[src/rtl/tbtc_defines.svh]
// Offsets, field positions, reset values and counts of the touch channel configuration block.
`ifndef TBTC_DEFINES_SVH
`define TBTC_DEFINES_SVH
`define TBTC_IDX_CFGC     16'hA01A
`define TBTC_IDX_BASE     16'hA020
`define TBTC_IDX_THD      16'hA021
`define TBTC_IDX_STATUS   16'hA022
`define TBTC_IDX_CTRL     16'hA023
`define TBTC_IDX_DUTY     16'hA024
`define TBTC_CFGC_RESET   8'h00
`define TBTC_WORD_RESET   16'h0000
`define TBTC_CFG_DEPTH_LSB 6
`define TBTC_CFG_LEN_LSB   3
`define TBTC_ST_NOISE     0
`define TBTC_ST_BUSY      1
`define TBTC_ST_TRIP      2
`define TBTC_CTL_AUTO     0
`define TBTC_CTL_START    1
`define TBTC_CTL_REPEAT_LSB 2
`define TBTC_AVG_MIN_SHIFT 5
`define TBTC_LEN_12K      17'h0_3000
`define TBTC_LEN_16K      17'h0_4000
`define TBTC_LEN_32K      17'h0_8000
`define TBTC_LEN_64K      17'h1_0000
`define TBTC_LEN_1K       17'h0_0400
`endif

[src/rtl/tbtc_pkg.sv]
// Types shared by the touch channel configuration block.
package tbtc_pkg;
    typedef struct packed {
        logic [1:0] avg_depth;
        logic [2:0] seq_len;
        logic       seed_from_first_sample;
        logic       relative_threshold_select;
        logic       auto_noise_filter_enable;
    } tbtc_cfg_t;

    typedef struct packed {
        logic       sense;
        logic       noise;
    } tbtc_fe_t;

    typedef enum logic [1:0] {
        TBTC_IDLE = 2'b00,
        TBTC_RUN  = 2'b01,
        TBTC_DONE = 2'b11
    } tbtc_state_t;
endpackage

[src/rtl/tbtc_top.sv]
// Touch channel configuration, conversion counter, baseline average and threshold compare.
//
// Operation
// - One 8-bit read/write configuration register at index 0xA01A, reset to zero.
// - Averaging depth codes 00..11 select 32, 64, 128 or 256 conversions.
// - Each conversion without a pending seed folds low duty count into the baseline moving average.
// - Sequence length codes give 1024 up to 65536 cycles per sequence.
// - Every sequence uses that count; nonzero repeat setting runs more sequences.
// - A conversion ends exactly at the programmed cycle count, regardless of noise.
// - Seed set: first duty after auto entry seeds baseline; else software value.
// - Threshold select clear: compare duty with trip level alone for interrupt, wakeup.
// - Threshold select set: compare duty with trip level plus reference level.
// - Auto noise filter enable turns low-frequency filtering on in auto mode.
// - Noise status flag updates whatever the filter enable setting.
// - Noise flag set on detection, stays until software writes zero.
`timescale 1ns/1ps
`include "tbtc_defines.svh"
module tbtc_top #(
    parameter int unsigned SEQ_SHIFT = 0
) (
    input  wire logic        pclk,
    input  wire logic        presetn,
    input  wire logic        psel,
    input  wire logic        penable,
    input  wire logic        pwrite,
    input  wire logic [17:0] paddr,
    input  wire logic [31:0] pwdata,
    input  wire logic        sense_in,
    input  wire logic        noise_in,
    output logic      [31:0] prdata,
    output logic             pready,
    output logic             pslverr,
    output logic             trip_event,
    output logic             wake_event,
    output logic             conv_active
);
    // Sequence length in cycles; the shift only exists to shorten simulations.
    function automatic logic [16:0] seq_cycles(input logic [2:0] code);
        logic [16:0] n;
        n = `TBTC_LEN_1K;
        unique case (code)
            3'd0, 3'd1, 3'd2, 3'd3: n = `TBTC_LEN_1K << code;
            3'd4: n = `TBTC_LEN_12K;
            3'd5: n = `TBTC_LEN_16K;
            3'd6: n = `TBTC_LEN_32K;
            3'd7: n = `TBTC_LEN_64K;
        endcase
        n = n >> SEQ_SHIFT;
        return (n == 17'h0_0000) ? 17'h0_0001 : n;
    endfunction

    // Baseline moves by the difference divided by the averaging depth.
    function automatic logic [15:0] ma_step(input logic [15:0] avg, input logic [15:0] duty,
                                            input logic [1:0] depth);
        logic signed [16:0] diff;
        logic [3:0]         sh;
        diff = $signed({1'b0, duty}) - $signed({1'b0, avg});
        sh   = 4'(`TBTC_AVG_MIN_SHIFT) + {2'b00, depth};
        diff = diff >>> sh;
        return 16'($signed({1'b0, avg}) + diff);
    endfunction

    function automatic logic hit(input logic [17:0] a, input logic [15:0] idx);
        return a == {idx, 2'b00};
    endfunction

    tbtc_pkg::tbtc_cfg_t   cfg_reg;
    tbtc_pkg::tbtc_state_t state_reg;
    tbtc_pkg::tbtc_fe_t    fe_meta_reg;
    tbtc_pkg::tbtc_fe_t    fe_sync_reg;
    logic [15:0] base_reg;
    logic [15:0] thd_reg;
    logic [15:0] duty_reg;
    logic [15:0] last_duty_reg;
    logic [16:0] cyc_reg;
    logic [1:0]  seq_idx_reg;
    logic [1:0]  repeat_count_reg;
    logic        auto_reg;
    logic        start_reg;
    logic        seed_pend_reg;
    logic        noise_flag_reg;
    logic        trip_flag_reg;
    logic [31:0] prdata_reg;
    logic        pready_reg;
    logic        pslverr_reg;
    logic        trip_reg;
    logic        wake_reg;
    logic        active_reg;

    logic        setup;
    logic        wr_fire;
    logic        mapped;
    logic [16:0] target;
    logic        seq_end;
    logic        conv_end;
    logic        filt_on;
    logic [16:0] threshold;
    logic [15:0] duty_final;

    assign setup   = psel & ~penable;
    assign wr_fire = psel & penable & pwrite & pready_reg;
    assign mapped  = hit(paddr, `TBTC_IDX_CFGC) | hit(paddr, `TBTC_IDX_BASE)
                   | hit(paddr, `TBTC_IDX_THD) | hit(paddr, `TBTC_IDX_STATUS)
                   | hit(paddr, `TBTC_IDX_CTRL) | hit(paddr, `TBTC_IDX_DUTY);

    assign target   = seq_cycles(cfg_reg.seq_len);
    assign seq_end  = (state_reg == tbtc_pkg::TBTC_RUN) && (cyc_reg == target - 17'd1);
    assign conv_end = seq_end && (seq_idx_reg == repeat_count_reg);
    // Filtering only drops samples; the cycle counter keeps running so timing stays fixed.
    assign filt_on  = auto_reg & cfg_reg.auto_noise_filter_enable & fe_sync_reg.noise;
    assign threshold = cfg_reg.relative_threshold_select
                     ? {1'b0, thd_reg} + {1'b0, base_reg}
                     : {1'b0, thd_reg};
    assign duty_final = (!fe_sync_reg.sense && !filt_on && duty_reg != 16'hFFFF)
                      ? duty_reg + 16'd1 : duty_reg;

    // Pins are asynchronous to pclk; the first stage feeds only the second.
    always_ff @(posedge pclk or negedge presetn) begin
        if (!presetn) begin
            fe_meta_reg <= '0;
            fe_sync_reg <= '0;
        end else begin
            fe_meta_reg <= '{sense: sense_in, noise: noise_in};
            fe_sync_reg <= fe_meta_reg;
        end
    end

    // Answer in the first access cycle; an unmapped address reads zero and errors.
    always_ff @(posedge pclk or negedge presetn) begin
        if (!presetn) begin
            pready_reg  <= 1'b0;
            pslverr_reg <= 1'b0;
            prdata_reg  <= '0;
        end else begin
            pready_reg  <= setup;
            pslverr_reg <= setup & ~mapped;
            if (setup) begin
                prdata_reg <= '0;
                if (hit(paddr, `TBTC_IDX_CFGC))
                    prdata_reg <= {24'h00_0000, cfg_reg};
                if (hit(paddr, `TBTC_IDX_BASE))
                    prdata_reg <= {16'h0000, base_reg};
                if (hit(paddr, `TBTC_IDX_THD))
                    prdata_reg <= {16'h0000, thd_reg};
                if (hit(paddr, `TBTC_IDX_STATUS))
                    prdata_reg <= {29'h0000_0000, trip_flag_reg,
                                   state_reg != tbtc_pkg::TBTC_IDLE, noise_flag_reg};
                if (hit(paddr, `TBTC_IDX_CTRL))
                    prdata_reg <= {28'h000_0000, repeat_count_reg, start_reg, auto_reg};
                if (hit(paddr, `TBTC_IDX_DUTY))
                    prdata_reg <= {16'h0000, last_duty_reg};
            end
        end
    end

    always_ff @(posedge pclk or negedge presetn) begin
        if (!presetn)
            cfg_reg <= `TBTC_CFGC_RESET;
        else if (wr_fire && hit(paddr, `TBTC_IDX_CFGC))
            cfg_reg <= pwdata[7:0];
    end

    always_ff @(posedge pclk or negedge presetn) begin
        if (!presetn)
            thd_reg <= `TBTC_WORD_RESET;
        else if (wr_fire && hit(paddr, `TBTC_IDX_THD))
            thd_reg <= pwdata[15:0];
    end

    // Auto mode, one-shot start and repeat count setting.
    always_ff @(posedge pclk or negedge presetn) begin
        if (!presetn) begin
            auto_reg         <= 1'b0;
            start_reg        <= 1'b0;
            repeat_count_reg <= 2'b00;
        end else begin
            if (state_reg == tbtc_pkg::TBTC_RUN)
                start_reg <= 1'b0;
            if (wr_fire && hit(paddr, `TBTC_IDX_CTRL)) begin
                auto_reg         <= pwdata[`TBTC_CTL_AUTO];
                repeat_count_reg <= pwdata[`TBTC_CTL_REPEAT_LSB +: 2];
                if (pwdata[`TBTC_CTL_START])
                    start_reg <= 1'b1;
            end
        end
    end

    // Seeding is armed when auto mode is entered and consumed by the next result.
    always_ff @(posedge pclk or negedge presetn) begin
        if (!presetn)
            seed_pend_reg <= 1'b0;
        else if (wr_fire && hit(paddr, `TBTC_IDX_CTRL) && pwdata[`TBTC_CTL_AUTO] && !auto_reg)
            seed_pend_reg <= cfg_reg.seed_from_first_sample;
        else if (conv_end)
            seed_pend_reg <= 1'b0;
    end

    always_ff @(posedge pclk or negedge presetn) begin
        if (!presetn) begin
            state_reg <= tbtc_pkg::TBTC_IDLE;
        end else begin
            unique case (state_reg)
                tbtc_pkg::TBTC_IDLE:
                    if (auto_reg || start_reg)
                        state_reg <= tbtc_pkg::TBTC_RUN;
                tbtc_pkg::TBTC_RUN:
                    if (conv_end)
                        state_reg <= tbtc_pkg::TBTC_DONE;
                tbtc_pkg::TBTC_DONE:
                    state_reg <= tbtc_pkg::TBTC_IDLE;
                default:
                    state_reg <= tbtc_pkg::TBTC_IDLE;
            endcase
        end
    end

    always_ff @(posedge pclk or negedge presetn) begin
        if (!presetn) begin
            cyc_reg     <= '0;
            seq_idx_reg <= 2'b00;
            duty_reg    <= `TBTC_WORD_RESET;
        end else if (state_reg != tbtc_pkg::TBTC_RUN) begin
            cyc_reg     <= '0;
            seq_idx_reg <= 2'b00;
            duty_reg    <= `TBTC_WORD_RESET;
        end else begin
            duty_reg <= duty_final;
            if (seq_end) begin
                cyc_reg     <= '0;
                seq_idx_reg <= seq_idx_reg + 2'd1;
            end else begin
                cyc_reg <= cyc_reg + 17'd1;
            end
        end
    end

    // Hardware update wins over a software write of the baseline in the same cycle.
    always_ff @(posedge pclk or negedge presetn) begin
        if (!presetn)
            base_reg <= `TBTC_WORD_RESET;
        else if (conv_end && seed_pend_reg)
            base_reg <= duty_final;
        else if (conv_end)
            base_reg <= ma_step(base_reg, duty_final, cfg_reg.avg_depth);
        else if (wr_fire && hit(paddr, `TBTC_IDX_BASE))
            base_reg <= pwdata[15:0];
    end

    always_ff @(posedge pclk or negedge presetn) begin
        if (!presetn)
            last_duty_reg <= `TBTC_WORD_RESET;
        else if (conv_end)
            last_duty_reg <= duty_final;
    end

    // Detection sets the flag whatever the filter setting; set beats a clearing write.
    always_ff @(posedge pclk or negedge presetn) begin
        if (!presetn)
            noise_flag_reg <= 1'b0;
        else if (state_reg == tbtc_pkg::TBTC_RUN && fe_sync_reg.noise)
            noise_flag_reg <= 1'b1;
        else if (wr_fire && hit(paddr, `TBTC_IDX_STATUS) && !pwdata[`TBTC_ST_NOISE])
            noise_flag_reg <= 1'b0;
    end

    always_ff @(posedge pclk or negedge presetn) begin
        if (!presetn)
            trip_flag_reg <= 1'b0;
        else if (conv_end && {1'b0, duty_final} >= threshold)
            trip_flag_reg <= 1'b1;
        else if (wr_fire && hit(paddr, `TBTC_IDX_STATUS) && !pwdata[`TBTC_ST_TRIP])
            trip_flag_reg <= 1'b0;
    end

    // Events are one-cycle pulses after the result; wakeup only leaves auto mode.
    always_ff @(posedge pclk or negedge presetn) begin
        if (!presetn) begin
            trip_reg   <= 1'b0;
            wake_reg   <= 1'b0;
            active_reg <= 1'b0;
        end else begin
            trip_reg   <= conv_end && ({1'b0, duty_final} >= threshold);
            wake_reg   <= conv_end && auto_reg && ({1'b0, duty_final} >= threshold);
            active_reg <= (state_reg == tbtc_pkg::TBTC_RUN) && !conv_end;
        end
    end

    assign prdata      = prdata_reg;
    assign pready      = pready_reg;
    assign pslverr     = pslverr_reg;
    assign trip_event  = trip_reg;
    assign wake_event  = wake_reg;
    assign conv_active = active_reg;

    // Counts RUN cycles apart from the sequence counter, so the length check is independent.
    logic [18:0] run_len_reg;

    always_ff @(posedge pclk or negedge presetn) begin
        if (!presetn)
            run_len_reg <= '0;
        else if (state_reg != tbtc_pkg::TBTC_RUN)
            run_len_reg <= '0;
        else
            run_len_reg <= run_len_reg + 19'd1;
    end
endmodule

[config.mk]
export PLATFORM = sky130hd
export DESIGN_NAME = tbtc_top
export DESIGN_NICKNAME = d
export VERILOG_FILES = /design/src/rtl/tbtc_pkg.sv /design/src/rtl/tbtc_top.sv
export VERILOG_INCLUDE_DIRS = /design/src /design/src/rtl
export SDC_FILE = /design/constraint.sdc
export NUM_CORES = 1
export LEC_CHECK = 0
export BUFFER_PORTS_ARGS = -buffer_cell sky130_fd_sc_hd__buf_2
export CORE_ASPECT_RATIO = 1.4
export CORE_MARGIN = 10
export CORE_UTILIZATION = 30
export DETAILED_ROUTE_END_ITERATION = 7
export HOLD_SLACK_MARGIN = 0.08
export PLACE_DENSITY = 0.56
export SYNTH_ARGS = -nofsm -noshare
export SYNTH_HDL_FRONTEND = slang
export SYNTH_SLANG_ARGS = --single-unit
export TNS_END_PERCENT = 5
[constraint.sdc]
create_clock -name pclk -period 10.1 [get_ports pclk]
set_clock_uncertainty 0.1 [all_clocks]
set_input_delay 1.01 -clock pclk [delete_from_list [all_inputs] [get_ports pclk]]
set_output_delay 1.01 -clock pclk [all_outputs]
set_load 0.05 [all_outputs]
# ---- Word level (Yosys, flattened, before mapping)
# Index checks and enable logic that the tools add are counted.
dict set report totals {
  register_bits 141
  inputBits 57
  out_inout_bits 37
  wordCells 140
}
dict set report op_classes {
  add_sub_neg 8
  n_lt_le_gt_ge 1
  eq_ne 20
  shift 2
  muxes 30
  bitwise 14
  reduce_logical 37
}
# cell count
set op_table {}
lappend op_table {{$mux W32} 5}
lappend op_table {{$eq A18 B18 Y1 const B} 6}
lappend op_table {{$pmux W17 S5} 1}
lappend op_table {{$mux W16} 5}
lappend op_table {{$mux W17} 4}
lappend op_table {{$logic_and A1 B1 Y1} 19}
lappend op_table {{$add A16 B16 Y17} 1}
lappend op_table {{$add A17 B1 Y17 const B} 1}
lappend op_table {{$eq A17 B17 Y1} 1}
lappend op_table {{$ge A16 B17 Y1} 1}
lappend op_table {{$logic_not A17 Y1} 1}
lappend op_table {{$shl A11 B3 Y17 const A} 1}
lappend op_table {{$sshr A17 B4 Y16} 1}
lappend op_table {{$sub A16 B16 Y17} 1}
lappend op_table {{$sub A17 B1 Y17 const B} 1}
lappend op_table {{$add A16 B1 Y16 const B} 1}
lappend op_table {{$add A16 B16 Y16} 1}
lappend op_table {{$ne A16 B16 Y1 const B} 1}
lappend op_table {{$eq A3 B3 Y1 const B} 4}
lappend op_table {{$reduce_bool A2 Y1} 5}
lappend op_table {{$mux W1} 9}
lappend op_table {{$mux W2} 4}
lappend op_table {{$mux W8} 1}
lappend op_table {{$and A1 B1 Y1} 7}
lappend op_table {{other kinds (18)} 30}

# ---- Longest topological paths before layout
# Gate-level depths: netlist (run 1).
dict set report logic_depth {
  depth_word 11
  depth_mapped 31
}

# ---- Least setup slack after synthesis (run 1)
# OpenSTA, ideal clock, no wires.
dict set report synth_path {
  path_type {register -> register}
  startpoint {reg duty_reg[0]}
  endpoint {reg base_reg[14]}
  setup_ps 131
  arrival_ps 6058
  path_slack_ps 3812
  path_stages_with_launch 31
  path_buffers 0
  synth_period_minus_slack_ps 6288
  cell_sequence {dfrtp_1 ha_1 nand4_1 nor4_4 nor2b_1 nand4_1 xnor2_1 inv_1 ha_1 a21o_1 a21o_1 a21o_1 a21o_1 o2111a_2 a211oi_2 xor2_1 mux2_2 mux2_4 o21bai_2 ha_1 fa_1 a21o_1 a21oi_1 nor2b_1 o21a_1 o41ai_1 o21a_1 o21ai_0 a31oi_1 mux2i_1 a31oi_1}
}
dict set report synth_between {
  elab_chain_cells 8
  elab_cells_between_ends 9
  classes_between {3 x add/sub; 1 x eq/ne; 1 x shift; 3 x mux; 1 x reduce/logical}
}
# element line
set synth_rtl {}
lappend synth_rtl {{start, declared} tbtc_top.sv:73} ;# logic [15:0] duty_reg;
lappend synth_rtl {{start signal, assigned} tbtc_top.sv:221} ;# duty_reg <= `TBTC_WORD_RESET;
lappend synth_rtl {{start signal, assigned} tbtc_top.sv:225} ;# duty_reg <= `TBTC_WORD_RESET;
lappend synth_rtl {{start signal, assigned} tbtc_top.sv:227} ;# duty_reg <= duty_final;
lappend synth_rtl {{parallel branches: the longest is 2 deep, another holds $add A16 B1 Y16} --}
lappend synth_rtl {{$mux W16 *} tbtc_top.sv:115} ;# ? duty_reg + 16'd1 : duty_reg;
lappend synth_rtl {{named net duty_final[3]} tbtc_top.sv:98} ;# logic [15:0] duty_final;
lappend synth_rtl {{$sub A16 B16 Y17 *} tbtc_top.sv:57} ;# diff = $signed({1'b0, duty}) - $signed({1'b0, avg});
lappend synth_rtl {{$sshr A17 B4 Y16 *} tbtc_top.sv:59} ;# diff = diff >>> sh;
lappend synth_rtl {{$add A16 B16 Y16 *} tbtc_top.sv:60} ;# return 16'($signed({1'b0, avg}) + diff);
lappend synth_rtl {{$mux W16 *} tbtc_top.sv:243} ;# else if (conv_end)
lappend synth_rtl {{$mux W16 *} tbtc_top.sv:241} ;# else if (conv_end && seed_pend_reg)
lappend synth_rtl {{end signal, assigned} tbtc_top.sv:240} ;# base_reg <= `TBTC_WORD_RESET;
lappend synth_rtl {{end signal, assigned} tbtc_top.sv:242} ;# base_reg <= duty_final;
lappend synth_rtl {{end signal, assigned} tbtc_top.sv:244} ;# base_reg <= ma_step(base_reg, duty_final, cfg_reg.avg_depth);
lappend synth_rtl {{end, declared} tbtc_top.sv:71} ;# logic [15:0] base_reg;
# Mark *: on every way through the listed nets, which the timed path passes.
# A chain may end at the register's enable or synchronous reset.

# ---- Worst setup path after layout (run 1)
dict set report layout_path {
  startpoint {reg auto_reg}
  endpoint {reg base_reg[14]}
}
dict set report layout_between {
  elab_chain_cells 11
}
# element line
set layout_rtl {}
lappend layout_rtl {{start, declared} tbtc_top.sv:78} ;# logic auto_reg;
lappend layout_rtl {{start signal, assigned} tbtc_top.sv:180} ;# auto_reg <= pwdata[`TBTC_CTL_AUTO];
lappend layout_rtl {{$and A1 B1 Y1 (2 in a row)} tbtc_top.sv:110} ;# assign filt_on = auto_reg & cfg_reg.auto_noise_filter_enable & fe_sync_reg.noise;
lappend layout_rtl {{$logic_not A1 Y1} tbtc_top.sv:114} ;# assign duty_final = (!fe_sync_reg.sense && !filt_on && duty_reg != 16'hFFFF)
lappend layout_rtl {{$logic_and A1 B1 Y1 (2 in a row)} tbtc_top.sv:114}
lappend layout_rtl {{$mux W16} tbtc_top.sv:115}
lappend layout_rtl {{named net duty_final[5]} tbtc_top.sv:98}
lappend layout_rtl {{$sub A16 B16 Y17} tbtc_top.sv:57}
lappend layout_rtl {{$sshr A17 B4 Y16} tbtc_top.sv:59}
lappend layout_rtl {{$add A16 B16 Y16} tbtc_top.sv:60}
lappend layout_rtl {{$mux W16} tbtc_top.sv:243}
lappend layout_rtl {{$mux W16} tbtc_top.sv:241}
# The timed path passes the listed nets, and every way through them passes these cells.

==> results of run 1 <==
-- synthesized netlist by cell type (all sizes together), types with 4 or more instances --
library cell | instances | area, µm²
dfrtp | 125 | 3130
nand4 | 16 | 130
o221ai | 4 | 35.0
and4 | 7 | 61.3
ha | 66 | 826
nor3 | 23 | 120
xor2 | 31 | 272
a31oi | 18 | 113
inv | 47 | 176
a311oi | 5 | 61.3
nor2 | 99 | 374
a21o | 19 | 143
nor4 | 6 | 52.6
xnor2 | 35 | 307
and2 | 8 | 50.1
nand2b | 11 | 68.8
a211oi | 15 | 123
and3 | 7 | 43.8
nand3 | 27 | 135
a22oi | 4 | 30.0
a22o | 4 | 35.0
nor2b | 6 | 37.5
o211ai | 6 | 45.0
a211o | 4 | 36.3
clkbuf | 35 | 131
a2111oi | 4 | 41.3
a222oi | 13 | 130
o21a | 11 | 82.6
or2 | 7 | 43.8
mux2i | 32 | 320
nand2 | 93 | 349
o21ai | 70 | 358
mux2 | 30 | 342
a21oi | 54 | 274
buf | 23 | 163
-- final timing paths --
kind / start / endpoint / slack (ps)
min in group asynchronous: presetn / cyc_reg[4] / 510
worst min-delay path: fe_meta_reg[1] / fe_sync_reg[1] / 260
worst max register to register: auto_reg / base_reg[14] / 2240
worst max-delay path: auto_reg / base_reg[14] / 2240
worst min register to register: fe_meta_reg[1] / fe_sync_reg[1] / 260
max in group asynchronous: presetn / duty_reg[7] / 8250
-- report_power, final --
part,leakage (nW),total (mW),switching [mW],internal [mW]
registers,1.67,0.509,0.00290,0.506
clock network,0.280,0.621,0.253,0.368
logic,2.77,0.0670,0.0532,0.0137
total,4.72,1.20,0.309,0.887
-- worst register-to-register path: cells and delay by family (launching register included) --
kind | cells | cell delay (ps)
compound gates | 13 | 3460
simple gates | 7 | 1430
fa+ha+maj | 2 | 880
xor+xnor | 2 | 670
mux | 3 | 590
flops | 1 | 460
buf+inv | 1 | 160
-- layout make-up --
type | count | share of cell area
multi-input combinational | 796 | 0.538
sequential | 125 | 0.304
tap | 385 | 0.0468
clock buffer | 18 | 0.0417
timing repair buffer | 69 | 0.0361
inverter | 48 | 0.0175
clock inverter | 14 | 0.0156
-- cell families (layout without fill, tap and decap cells) --
logic type / count (synthesis) / in the layout
compound gates: 255 / 255
xor+xnor: 66 / 66
fa+ha+maj: 69 / 69
buf+inv: 106 / 149
flops: 125 / 125
mux: 62 / 62
other cells: 1 / 16
simple gates: 328 / 328
-- per-stage QoR --
stage           util  instance area [µm²]  hold WS, ps
2_1_floorplan      -                 9120          231
3_3_place_gp   0.324                 9700          240
3_5_place_dp   0.324                 9700          245
4_1_cts        0.344                10300          258
5_1_grt        0.344                10300          264
6_report       0.344                10300          258
-- layout by cell type, fill, tap and decap left out, drive strengths merged, types with 8 or more instances in the layout --
| master | n |
|---|---|
| xnor2 | 35 |
| nor2 | 99 |
| a31oi | 18 |
| clkbuf | 18 |
| a21oi | 54 |
| dfrtp | 125 |
| a222oi | 13 |
| nor3 | 23 |
| nand3 | 27 |
| conb | 16 |
| nand2b | 11 |
| ha | 66 |
| xor2 | 31 |
| o21a | 11 |
| nand4 | 16 |
| buf | 69 |
| a211oi | 15 |
| inv | 52 |
| nand2 | 93 |
| a21o | 19 |
| and2 | 8 |
| o21ai | 70 |
| mux2i | 32 |
| mux2 | 30 |
-- routing by layer --
layer	wire, µm	vias to the layer above	track usage
li1	-	3734	-
met1	11200	3820	0.159
met2	14300	192	0.260
met3	1140	46	0.0235
met4	785	2	0.0585
met5	13	-	0
==> impl_metrics.env, run 1 <==
export IMPL_crit_slowest_cell="o41ai_1"
export IMPL_min_delay_path_depth=0
export IMPL_synth_simple_area_share=0.179
export IMPL_die_area_mm2=0.0377
export IMPL_regArea_mm2=0.00313
export IMPL_yosys_most_used_dff="dfrtp_1"
export IMPL_ys_warn_count=0
export IMPL_grt_start_max_net_pins=80
export IMPL_numCtsBuffers=17
export IMPL_finalCritPeriodShare=0.778
export IMPL_wirelength_um=27400
export IMPL_multi_input_area_mm2=0.00554
export IMPL_largest_reg_flops=17
export IMPL_drv_cap=0
export IMPL_peakVddDrop_v=0.0000838
export IMPL_cts_sink_count=125
export IMPL_setup_viol=0
export IMPL_finalPower_mw=1.20
export IMPL_netlist_instances=1012
export IMPL_syn_to_final_growth_pct=13.4
export IMPL_cts_max_level=4
export IMPL_io_pins=94
export IMPL_synthAdderAreaFrac=0.0966
export IMPL_coreArea_mm2=0.0299
export IMPL_clock_path_buffers=2
export IMPL_r2r_cells=28
export IMPL_worstSkewPairLatency_ps=430
export IMPL_rsz0062_at_grt="false"
export IMPL_grt_usage=0.142
export IMPL_gp_congestion=0.835
export IMPL_setup_tns_ps=0
export IMPL_die_h_um=226
export IMPL_root_buffer="clkbuf_16"
export IMPL_leakage_nw=4.72
export IMPL_portBuffers=61
export IMPL_cts_tree="built"
export IMPL_pwr_density_cell_mw_per_mm2=116
export IMPL_maxSlewHeadroom=0.266
export IMPL_worst_path_stages=28
export IMPL_post_cts_setup_buffer_count=0
export IMPL_dp_hpwl_um=21000
export IMPL_initialDrtViolationCount=568
export IMPL_ys_types=86
export IMPL_crit_family="compound AO/OA/AOI/OAI gates"
export IMPL_drt_first_pass_iters=5
export IMPL_antenna_found_initial=1
export IMPL_grt_overflow=0
export IMPL_routed_via_count=7794
export IMPL_synth_compound_area_share=0.190
export IMPL_end_kind="flop"
export IMPL_fmax_ghz=0.127
export IMPL_final_min_clock_period_ps=7860
export IMPL_rows=75
export IMPL_synth_mux_area_frac=0.0730
export IMPL_async_reset_ff_frac=1.00
export IMPL_start_kind="flop"
export IMPL_drc=0
export IMPL_die_w_um=167
export IMPL_crit_buf_inv=1
export IMPL_slowest_delay_ps=610
export IMPL_grt_pass1_wl_um=42800
export IMPL_drtAntennaViolNets=0
export IMPL_final_nets=1182
export IMPL_hold_path_class="flop to flop"
export IMPL_wl_per_cell_um=18.8
export IMPL_path_clk_slew_ps=60
export IMPL_criticalPathCategory="flop to flop"
export IMPL_synthXorXnorAreaFrac=0.0638
export IMPL_dp_cells=1423
export IMPL_drive_above_1_share=0.150
export IMPL_start_util=0.303
export IMPL_yosysSeqAreaShare=0.345
export IMPL_grt_pass1_vias=7937
export IMPL_syn_avg_cell_area_um2=8.96
export IMPL_antenna_cells=0
export IMPL_slew_violations=0
export IMPL_ys_seq_elements=125
export IMPL_cts_hold_buffers_added=0
export IMPL_viasPerCell=5.36
export IMPL_netlist_area_mm2=0.00907
export IMPL_fin_ws_ps=2240
export IMPL_final_cells=1455
export IMPL_worst_slew_pin_slew_ps=1100
export IMPL_crit_required_ps=10280
export IMPL_synth_edf_count=0
export IMPL_final_hold_viol_count=0
export IMPL_status="completed"
export IMPL_place_ws_ps=2340
export IMPL_path_max_fanout=8
export IMPL_postCtsResizedCells=0
export IMPL_synth_top_family_by_area="compound AO/OA/AOI/OAI gates"
export IMPL_final_fill_count=3116
export IMPL_arrival_ps=8040
(Power assumes the default switching activity.)
==> inputs of run 2 (changes only) <==
--- a/config.mk
+++ b/config.mk
@@ -6,6 +6,7 @@
 export SDC_FILE = /design/constraint.sdc
 export NUM_CORES = 1
 export LEC_CHECK = 0
+export ABC_AREA = 1
 export BUFFER_PORTS_ARGS = -buffer_cell sky130_fd_sc_hd__buf_2
 export CORE_ASPECT_RATIO = 1.4
 export CORE_MARGIN = 10
==> constraint.sdc (replaced) <==
create_clock -name pclk -period 7.7 [get_ports pclk]
set_clock_uncertainty 0.1 [all_clocks]
set_input_delay 0.77 -clock pclk [delete_from_list [all_inputs] [get_ports pclk]]
set_output_delay 0.77 -clock pclk [all_outputs]
set_load 0.05 [all_outputs]
==> run 2 against run 1 <==
  * Global-route usage increased by 0.98 points
  * Critical path depth up 6
  * Maximum frequency up 26%
  * Cell area rose by 3.8%
  * Final cell count rose by 21%
  * Synthesized cell count grew 29%
  * Total power up 52%
  * Routed wire length is 8.9% higher
  * Core utilization grew 0.31 points
  * Clock power up 32%
  * Critical path type unchanged
  * Largest cell class unchanged
==> impl_metrics.env, run 2 <==
export IMPL_status="completed"
export IMPL_grt_start_max_net_pins=70
export IMPL_finalPower_mw=1.82
export IMPL_ys_top_cells_by_count="271 x nand2_1, 161 x inv_1, 125 x dfrtp_1"
export IMPL_final_min_clock_period_ps=6220
export IMPL_criticalPathCategory="flop to flop"
export IMPL_setup_viol=0
export IMPL_ys_warn_count=0
export IMPL_hold_path_class="primary input to asynchronous set/reset pin"
export IMPL_maxSlewHeadroom=0.394
export IMPL_drv_cap=0
export IMPL_yosysSeqAreaShare=0.333
export IMPL_path_clk_slew_ps=60
export IMPL_slowest_delay_ps=590
export IMPL_async_reset_ff_frac=1.00
export IMPL_drtAntennaViolNets=0
export IMPL_final_hold_viol_count=0
export IMPL_worstSkewPairLatency_ps=440
export IMPL_largest_reg_flops=17
export IMPL_crit_slowest_cell="xor2_1"
export IMPL_cts_tree="built"
export IMPL_final_common_cell="nand2_1"
export IMPL_syn_to_final_growth_pct=13.6
export IMPL_most_common_layout_cells="271 x nand2_1, 161 x inv_1, 125 x dfrtp_1"
export IMPL_postCtsResizedCells=0
export IMPL_synth_edf_count=0
export IMPL_worst_slew_pin_slew_ps=909
export IMPL_grt_overflow=0
export IMPL_start_util=0.305
export IMPL_grt_usage=0.152
export IMPL_root_buffer="clkbuf_16"
export IMPL_drive_above_1_share=0.100
export IMPL_antenna_cells=0
export IMPL_clock_path_buffers=2
export IMPL_netlist_instances=1301
export IMPL_path_max_fanout=5
export IMPL_rsz0062_at_grt="false"
export IMPL_yosys_area_top_type="dfrtp_1"
export IMPL_viasPerCell=5.08
export IMPL_end_kind="flop"
export IMPL_peakVddDrop_v=0.000130
export IMPL_final_nets=1488
export IMPL_rows=76
export IMPL_drc=0
export IMPL_cts_max_level=4
export IMPL_die_w_um=170
export IMPL_io_pins=94
export IMPL_setup_tns_ps=0
export IMPL_ys_types=55
export IMPL_initialDrtViolationCount=575
export IMPL_crit_top_cell="nand2_1"
export IMPL_cts_hold_buffers_added=0
export IMPL_start_kind="flop"
export IMPL_ys_seq_elements=125
export IMPL_cts_sink_count=125
export IMPL_crit_required_ps=7920
export IMPL_yosys_most_used_dff="dfrtp_1"
export IMPL_post_cts_setup_buffer_count=0
export IMPL_wl_per_cell_um=16.9
export IMPL_pwr_density_cell_mw_per_mm2=170
export IMPL_fmax_ghz=0.161
export IMPL_dp_hpwl_um=24300
export IMPL_synth_area_leaders="dfrtp_1 33%, nand2_1 11%, ha_1 8.8%, inv_1 6.4%, nand3_1 6.1%"
export IMPL_leakage_nw=5.36
export IMPL_gp_congestion=0.919
export IMPL_synth_most_common_cell="nand2_1"
export IMPL_die_area_mm2=0.0389
export IMPL_numCtsBuffers=17
export IMPL_grt_pass1_wl_um=46900
export IMPL_slew_violations=0
export IMPL_arrival_ps=6440
export IMPL_routed_via_count=8964
export IMPL_drt_first_pass_iters=6
export IMPL_die_h_um=229
export IMPL_wirelength_um=29800
export IMPL_grt_pass1_vias=8972
export IMPL_yosys_area_top_type_share=0.333
export IMPL_antenna_found_initial=0
export IMPL_finalCritPeriodShare=0.807
export IMPL_coreArea_mm2=0.0308
export IMPL_netlist_area_mm2=0.00940
export IMPL_syn_avg_cell_area_um2=7.23
export IMPL_portBuffers=61
run 2: logic make-up (layout without fill, tap and decap cells):
family,Yosys count,after routing,share of synthesized area
other,1,16,0.000399
flip-flops,125,125,0.333
adder cells (fa/ha/maj),68,68,0.0921
AND/OR/NAND/NOR,579,579,0.269
XOR/XNOR,40,40,0.0373
multiplexers,11,11,0.0128
AO/OA/AOI/OAI,268,268,0.163
buffers and inverters,209,268,0.0928
run 2: power by group:
part | total (mW) | internal, mW | switching [mW] | leakage (nW)
clock network | 0.822 | 0.523 | 0.299 | 0.282
registers | 0.697 | 0.678 | 0.0187 | 1.59
logic | 0.301 | 0.0952 | 0.206 | 3.49
total | 1.82 | 1.30 | 0.524 | 5.36
run 2: final timing paths:
path / startpoint / to / slack, ps / depth (start not counted)
worst max-delay path: duty_reg[0] / base_reg[13] / 1480 / 34
worst min-delay path: presetn / cyc_reg[14] / 190 / 1
worst max register to register: duty_reg[0] / base_reg[13] / 1480 / 34
worst min register to register: fe_meta_reg[1] / fe_sync_reg[1] / 240 / 0
max in group asynchronous: presetn / base_reg[7] / 5960 / 2
min in group pclk: fe_meta_reg[1] / fe_sync_reg[1] / 240 / 0
run 2: cell type report:
cell class / count / area [µm²]
fill: 3315 / 20100
multi-input combinational: 982 / 5460
sequential: 125 / 3130
inverter: 167 / 627
tap: 390 / 488
clock buffer: 21 / 460
timing repair buffer: 70 / 379
clock inverter: 10 / 139
run 2: layer usage:
layer	share of wire	vias up	wire length [µm]	GRT usage
li1	-	4482	-	-
met2	0.51	226	15200	0.274
met1	0.40	4200	12000	0.165
met4	0.042	0	1250	0.0743
met3	0.045	56	1330	0.0262
met5	0	-	0	0
run 2: worst max-delay path: cells and delay by family, from the launching register on:
| family | cells | cell delay (ps) |
|---|---|---|
| buffers and inverters | 4 | 390 |
| adder cells (fa/ha/maj) | 3 | 1030 |
| AND/OR/NAND/NOR | 17 | 1820 |
| AO/OA/AOI/OAI | 9 | 1790 |
| flip-flops | 1 | 400 |
| XOR/XNOR | 1 | 590 |
run 2: stage by stage:
stage / utilization / hold WS (ps) / std cells / area, µm² / setup slack (ps)
finish: 0.347 / 187 / 1765 / 10700 / 1480
detailed placement: 0.327 / 239 / 1734 / 10100 / 1700
CTS: 0.347 / 206 / 1765 / 10700 / 1670
global placement: 0.327 / 233 / 1734 / 10100 / 1700
floorplan: - / 231 / 1316 / 9460 / 2820
global route: 0.347 / 224 / 1765 / 10700 / 933
==> inputs of run 3 (changes only) <==
--- a/config.mk
+++ b/config.mk
@@ -6,14 +6,14 @@
 export SDC_FILE = /design/constraint.sdc
 export NUM_CORES = 1
 export LEC_CHECK = 0
-export ABC_AREA = 1
+export ABC_AREA = 0
 export BUFFER_PORTS_ARGS = -buffer_cell sky130_fd_sc_hd__buf_2
 export CORE_ASPECT_RATIO = 1.4
 export CORE_MARGIN = 10
 export CORE_UTILIZATION = 30
 export DETAILED_ROUTE_END_ITERATION = 7
 export HOLD_SLACK_MARGIN = 0.08
-export PLACE_DENSITY = 0.56
+export PLACE_DENSITY = 0.58
 export SYNTH_ARGS = -nofsm -noshare
 export SYNTH_HDL_FRONTEND = slang
 export SYNTH_SLANG_ARGS = --single-unit
==> constraint.sdc (replaced) <==
create_clock -name pclk -period 5.5 [get_ports pclk]
set_clock_uncertainty 0.1 [all_clocks]
set_input_delay 0.55 -clock pclk [delete_from_list [all_inputs] [get_ports pclk]]
set_output_delay 0.55 -clock pclk [all_outputs]
set_load 0.05 [all_outputs]
==> run 3 against run 2 <==
  * The run now ends with negative setup slack left
  * Final cell count shrank 9.3%
  * Sequential share of layout area decreased by 2.3 points
  * Sequential power grew 34%
  * Routed wire length rose by 3.8%
  * Clock-buffer cell count fell by 2
  * Hold slack worse by 59 ps
  * Total power increased by 18%
  * Critical path type unchanged
  * Largest cell class unchanged
==> impl_metrics.env, run 3 (synthesis results as in run 1) <==
export IMPL_antenna_cells=0
export IMPL_fin_ws_ps=-637
export IMPL_multi_input_area_mm2=0.00575
export IMPL_coreArea_mm2=0.0299
export IMPL_viasPerCell=5.26
export IMPL_slowest_delay_ps=390
export IMPL_criticalPathCategory="flop to flop"
export IMPL_most_common_layout_cells="153 x buf_4, 125 x dfrtp_1, 96 x nor2_1"
export IMPL_place_ws_ps=-741
export IMPL_antenna_found_initial=1
export IMPL_drc=0
export IMPL_dp_cells=1561
export IMPL_rows=75
export IMPL_status="finished, violations left"
export IMPL_cts_sink_count=125
export IMPL_numCtsBuffers=17
export IMPL_rsz0062_at_grt="true"
export IMPL_die_w_um=167
export IMPL_portBuffers=61
export IMPL_path_max_fanout=5
export IMPL_finalPower_mw=2.14
export IMPL_root_buffer="clkbuf_16"
export IMPL_min_from="sense_in"
export IMPL_violations="negative setup slack"
export IMPL_gp_congestion=0.914
export IMPL_initialDrtViolationCount=570
export IMPL_r2r_slack_ps=-640
export IMPL_cts_max_level=4
export IMPL_routed_via_count=8428
export IMPL_worst_slew_pin_slew_ps=1190
export IMPL_start_util=0.303
export IMPL_rr_endpoint="base_reg[14]"
export IMPL_end_kind="flop"
export IMPL_wl_per_cell_um=19.3
export IMPL_dp_hpwl_um=24100
export IMPL_pwr_density_cell_mw_per_mm2=185
export IMPL_slew_violations=0
export IMPL_worstSkewPairLatency_ps=430
export IMPL_fin_area_mm2=0.0116
export IMPL_path_clk_slew_ps=60
export IMPL_die_h_um=226
export IMPL_leakage_nw=5.44
export IMPL_largest_reg_flops=17
export IMPL_final_cells=1601
export IMPL_grt_pass1_vias=8610
export IMPL_grt_usage=0.159
export IMPL_cts_tree="built"
export IMPL_drv_cap=0
export IMPL_arrival_ps=6310
export IMPL_start_kind="flop"
export IMPL_holdPathEnd="fe_meta_reg[1]"
export IMPL_final_fill_count=2984
export IMPL_wirelength_um=31000
export IMPL_peakVddDrop_v=0.000165
export IMPL_drt_first_pass_iters=7
export IMPL_hold_path_class="primary input to flop"
export IMPL_fmax_ghz=0.163
export IMPL_crit_slowest_cell="dfrtp_1"
export IMPL_regArea_mm2=0.00313
export IMPL_maxSlewHeadroom=0.204
export IMPL_final_common_cell="buf_4"
export IMPL_grt_pass1_wl_um=47400
export IMPL_grt_start_max_net_pins=70
export IMPL_crit_required_ps=5670
export IMPL_final_nets=1328
export IMPL_grt_overflow=0
export IMPL_drtAntennaViolNets=0
export IMPL_r2r_cells=31
export IMPL_clock_path_buffers=2
export IMPL_dpl_cell_area_mm2=0.0108
export IMPL_final_min_clock_period_ps=6140
export IMPL_final_hold_viol_count=0
export IMPL_setup_viol=13
export IMPL_io_pins=94
export IMPL_min_delay_path_depth=1
export IMPL_setup_tns_ps=-4170
export IMPL_drive_above_1_share=0.285
export IMPL_r2r_start="duty_reg[1]"
export IMPL_die_area_mm2=0.0377
export IMPL_syn_to_final_growth_pct=27.7
export IMPL_finalCritPeriodShare=1.12
[run 3: cell types whose count changed in the layout (fill, tap and decap cells not counted), sizes merged, moves of 27 or more]
| cell | delta |
|---|---|
| inv | -119 |
| mux2i | +29 |
| a21oi | -27 |
| buf | +144 |
| nand2 | -185 |
| o21ai | -40 |
| nand3 | -88 |
[run 3: repair_timing]
action | CTS | global route
setup endpoints to repair | 13 | 15
hold endpoints to repair | 56 | 0
hold buffers | 1 | 0
pin swaps | 20 | 8
resized for setup | 27 | 12
buffers inserted | 5 | 2
[run 3: worst max path at each step]
stage	end	from	cells past startpoint
floorplan	base_reg[14]	duty_reg[0]	30
global placement	base_reg[14]	duty_reg[6]	30
detailed placement	base_reg[14]	duty_reg[1]	30
CTS	base_reg[10]	duty_reg[1]	32
global route	base_reg[14]	duty_reg[1]	31
finish	base_reg[14]	duty_reg[1]	31
[run 3: critical path: cells and delay by family (launching register included)]
family / cells / cell delay, ps
buffers and inverters: 2 / 290
AND/OR/NAND/NOR: 8 / 1050
adder cells (fa/ha/maj): 4 / 1030
XOR/XNOR: 2 / 500
multiplexers: 3 / 550
flip-flops: 1 / 390
AO/OA/AOI/OAI: 12 / 2050
[run 3: cell type report]
class                      instances  area share
clock buffer                      19      0.0383
clock inverter                    13      0.0103
inverter                          48      0.0156
multi-input combinational        796       0.497
sequential                       125       0.270
tap                              385      0.0416
timing repair buffer             215       0.127
[run 3: routing by layer]
metal / wire length (µm) / global-route usage / share of wire
met1: 11500 / 0.161 / 0.37
met2: 16600 / 0.301 / 0.54
met3: 1270 / 0.0263 / 0.041
met4: 1580 / 0.0874 / 0.051
met5: 7 / 0 / 0.00023
[run 3: stage by stage]
stage | utilization | hold WS, ps
2_1_floorplan | - | 154
3_3_place_gp | 0.361 | 242
3_5_place_dp | 0.361 | 242
4_1_cts | 0.384 | 118
5_1_grt | 0.387 | 119
6_report | 0.387 | 128
[run 3: report_power, final]
group / leakage, nW / internal, mW / total [mW] / switching (mW)
registers: 1.67 / 0.929 / 0.935 / 0.00606
logic: 3.50 / 0.0273 / 0.129 / 0.102
clock network: 0.271 / 0.634 / 1.08 / 0.441
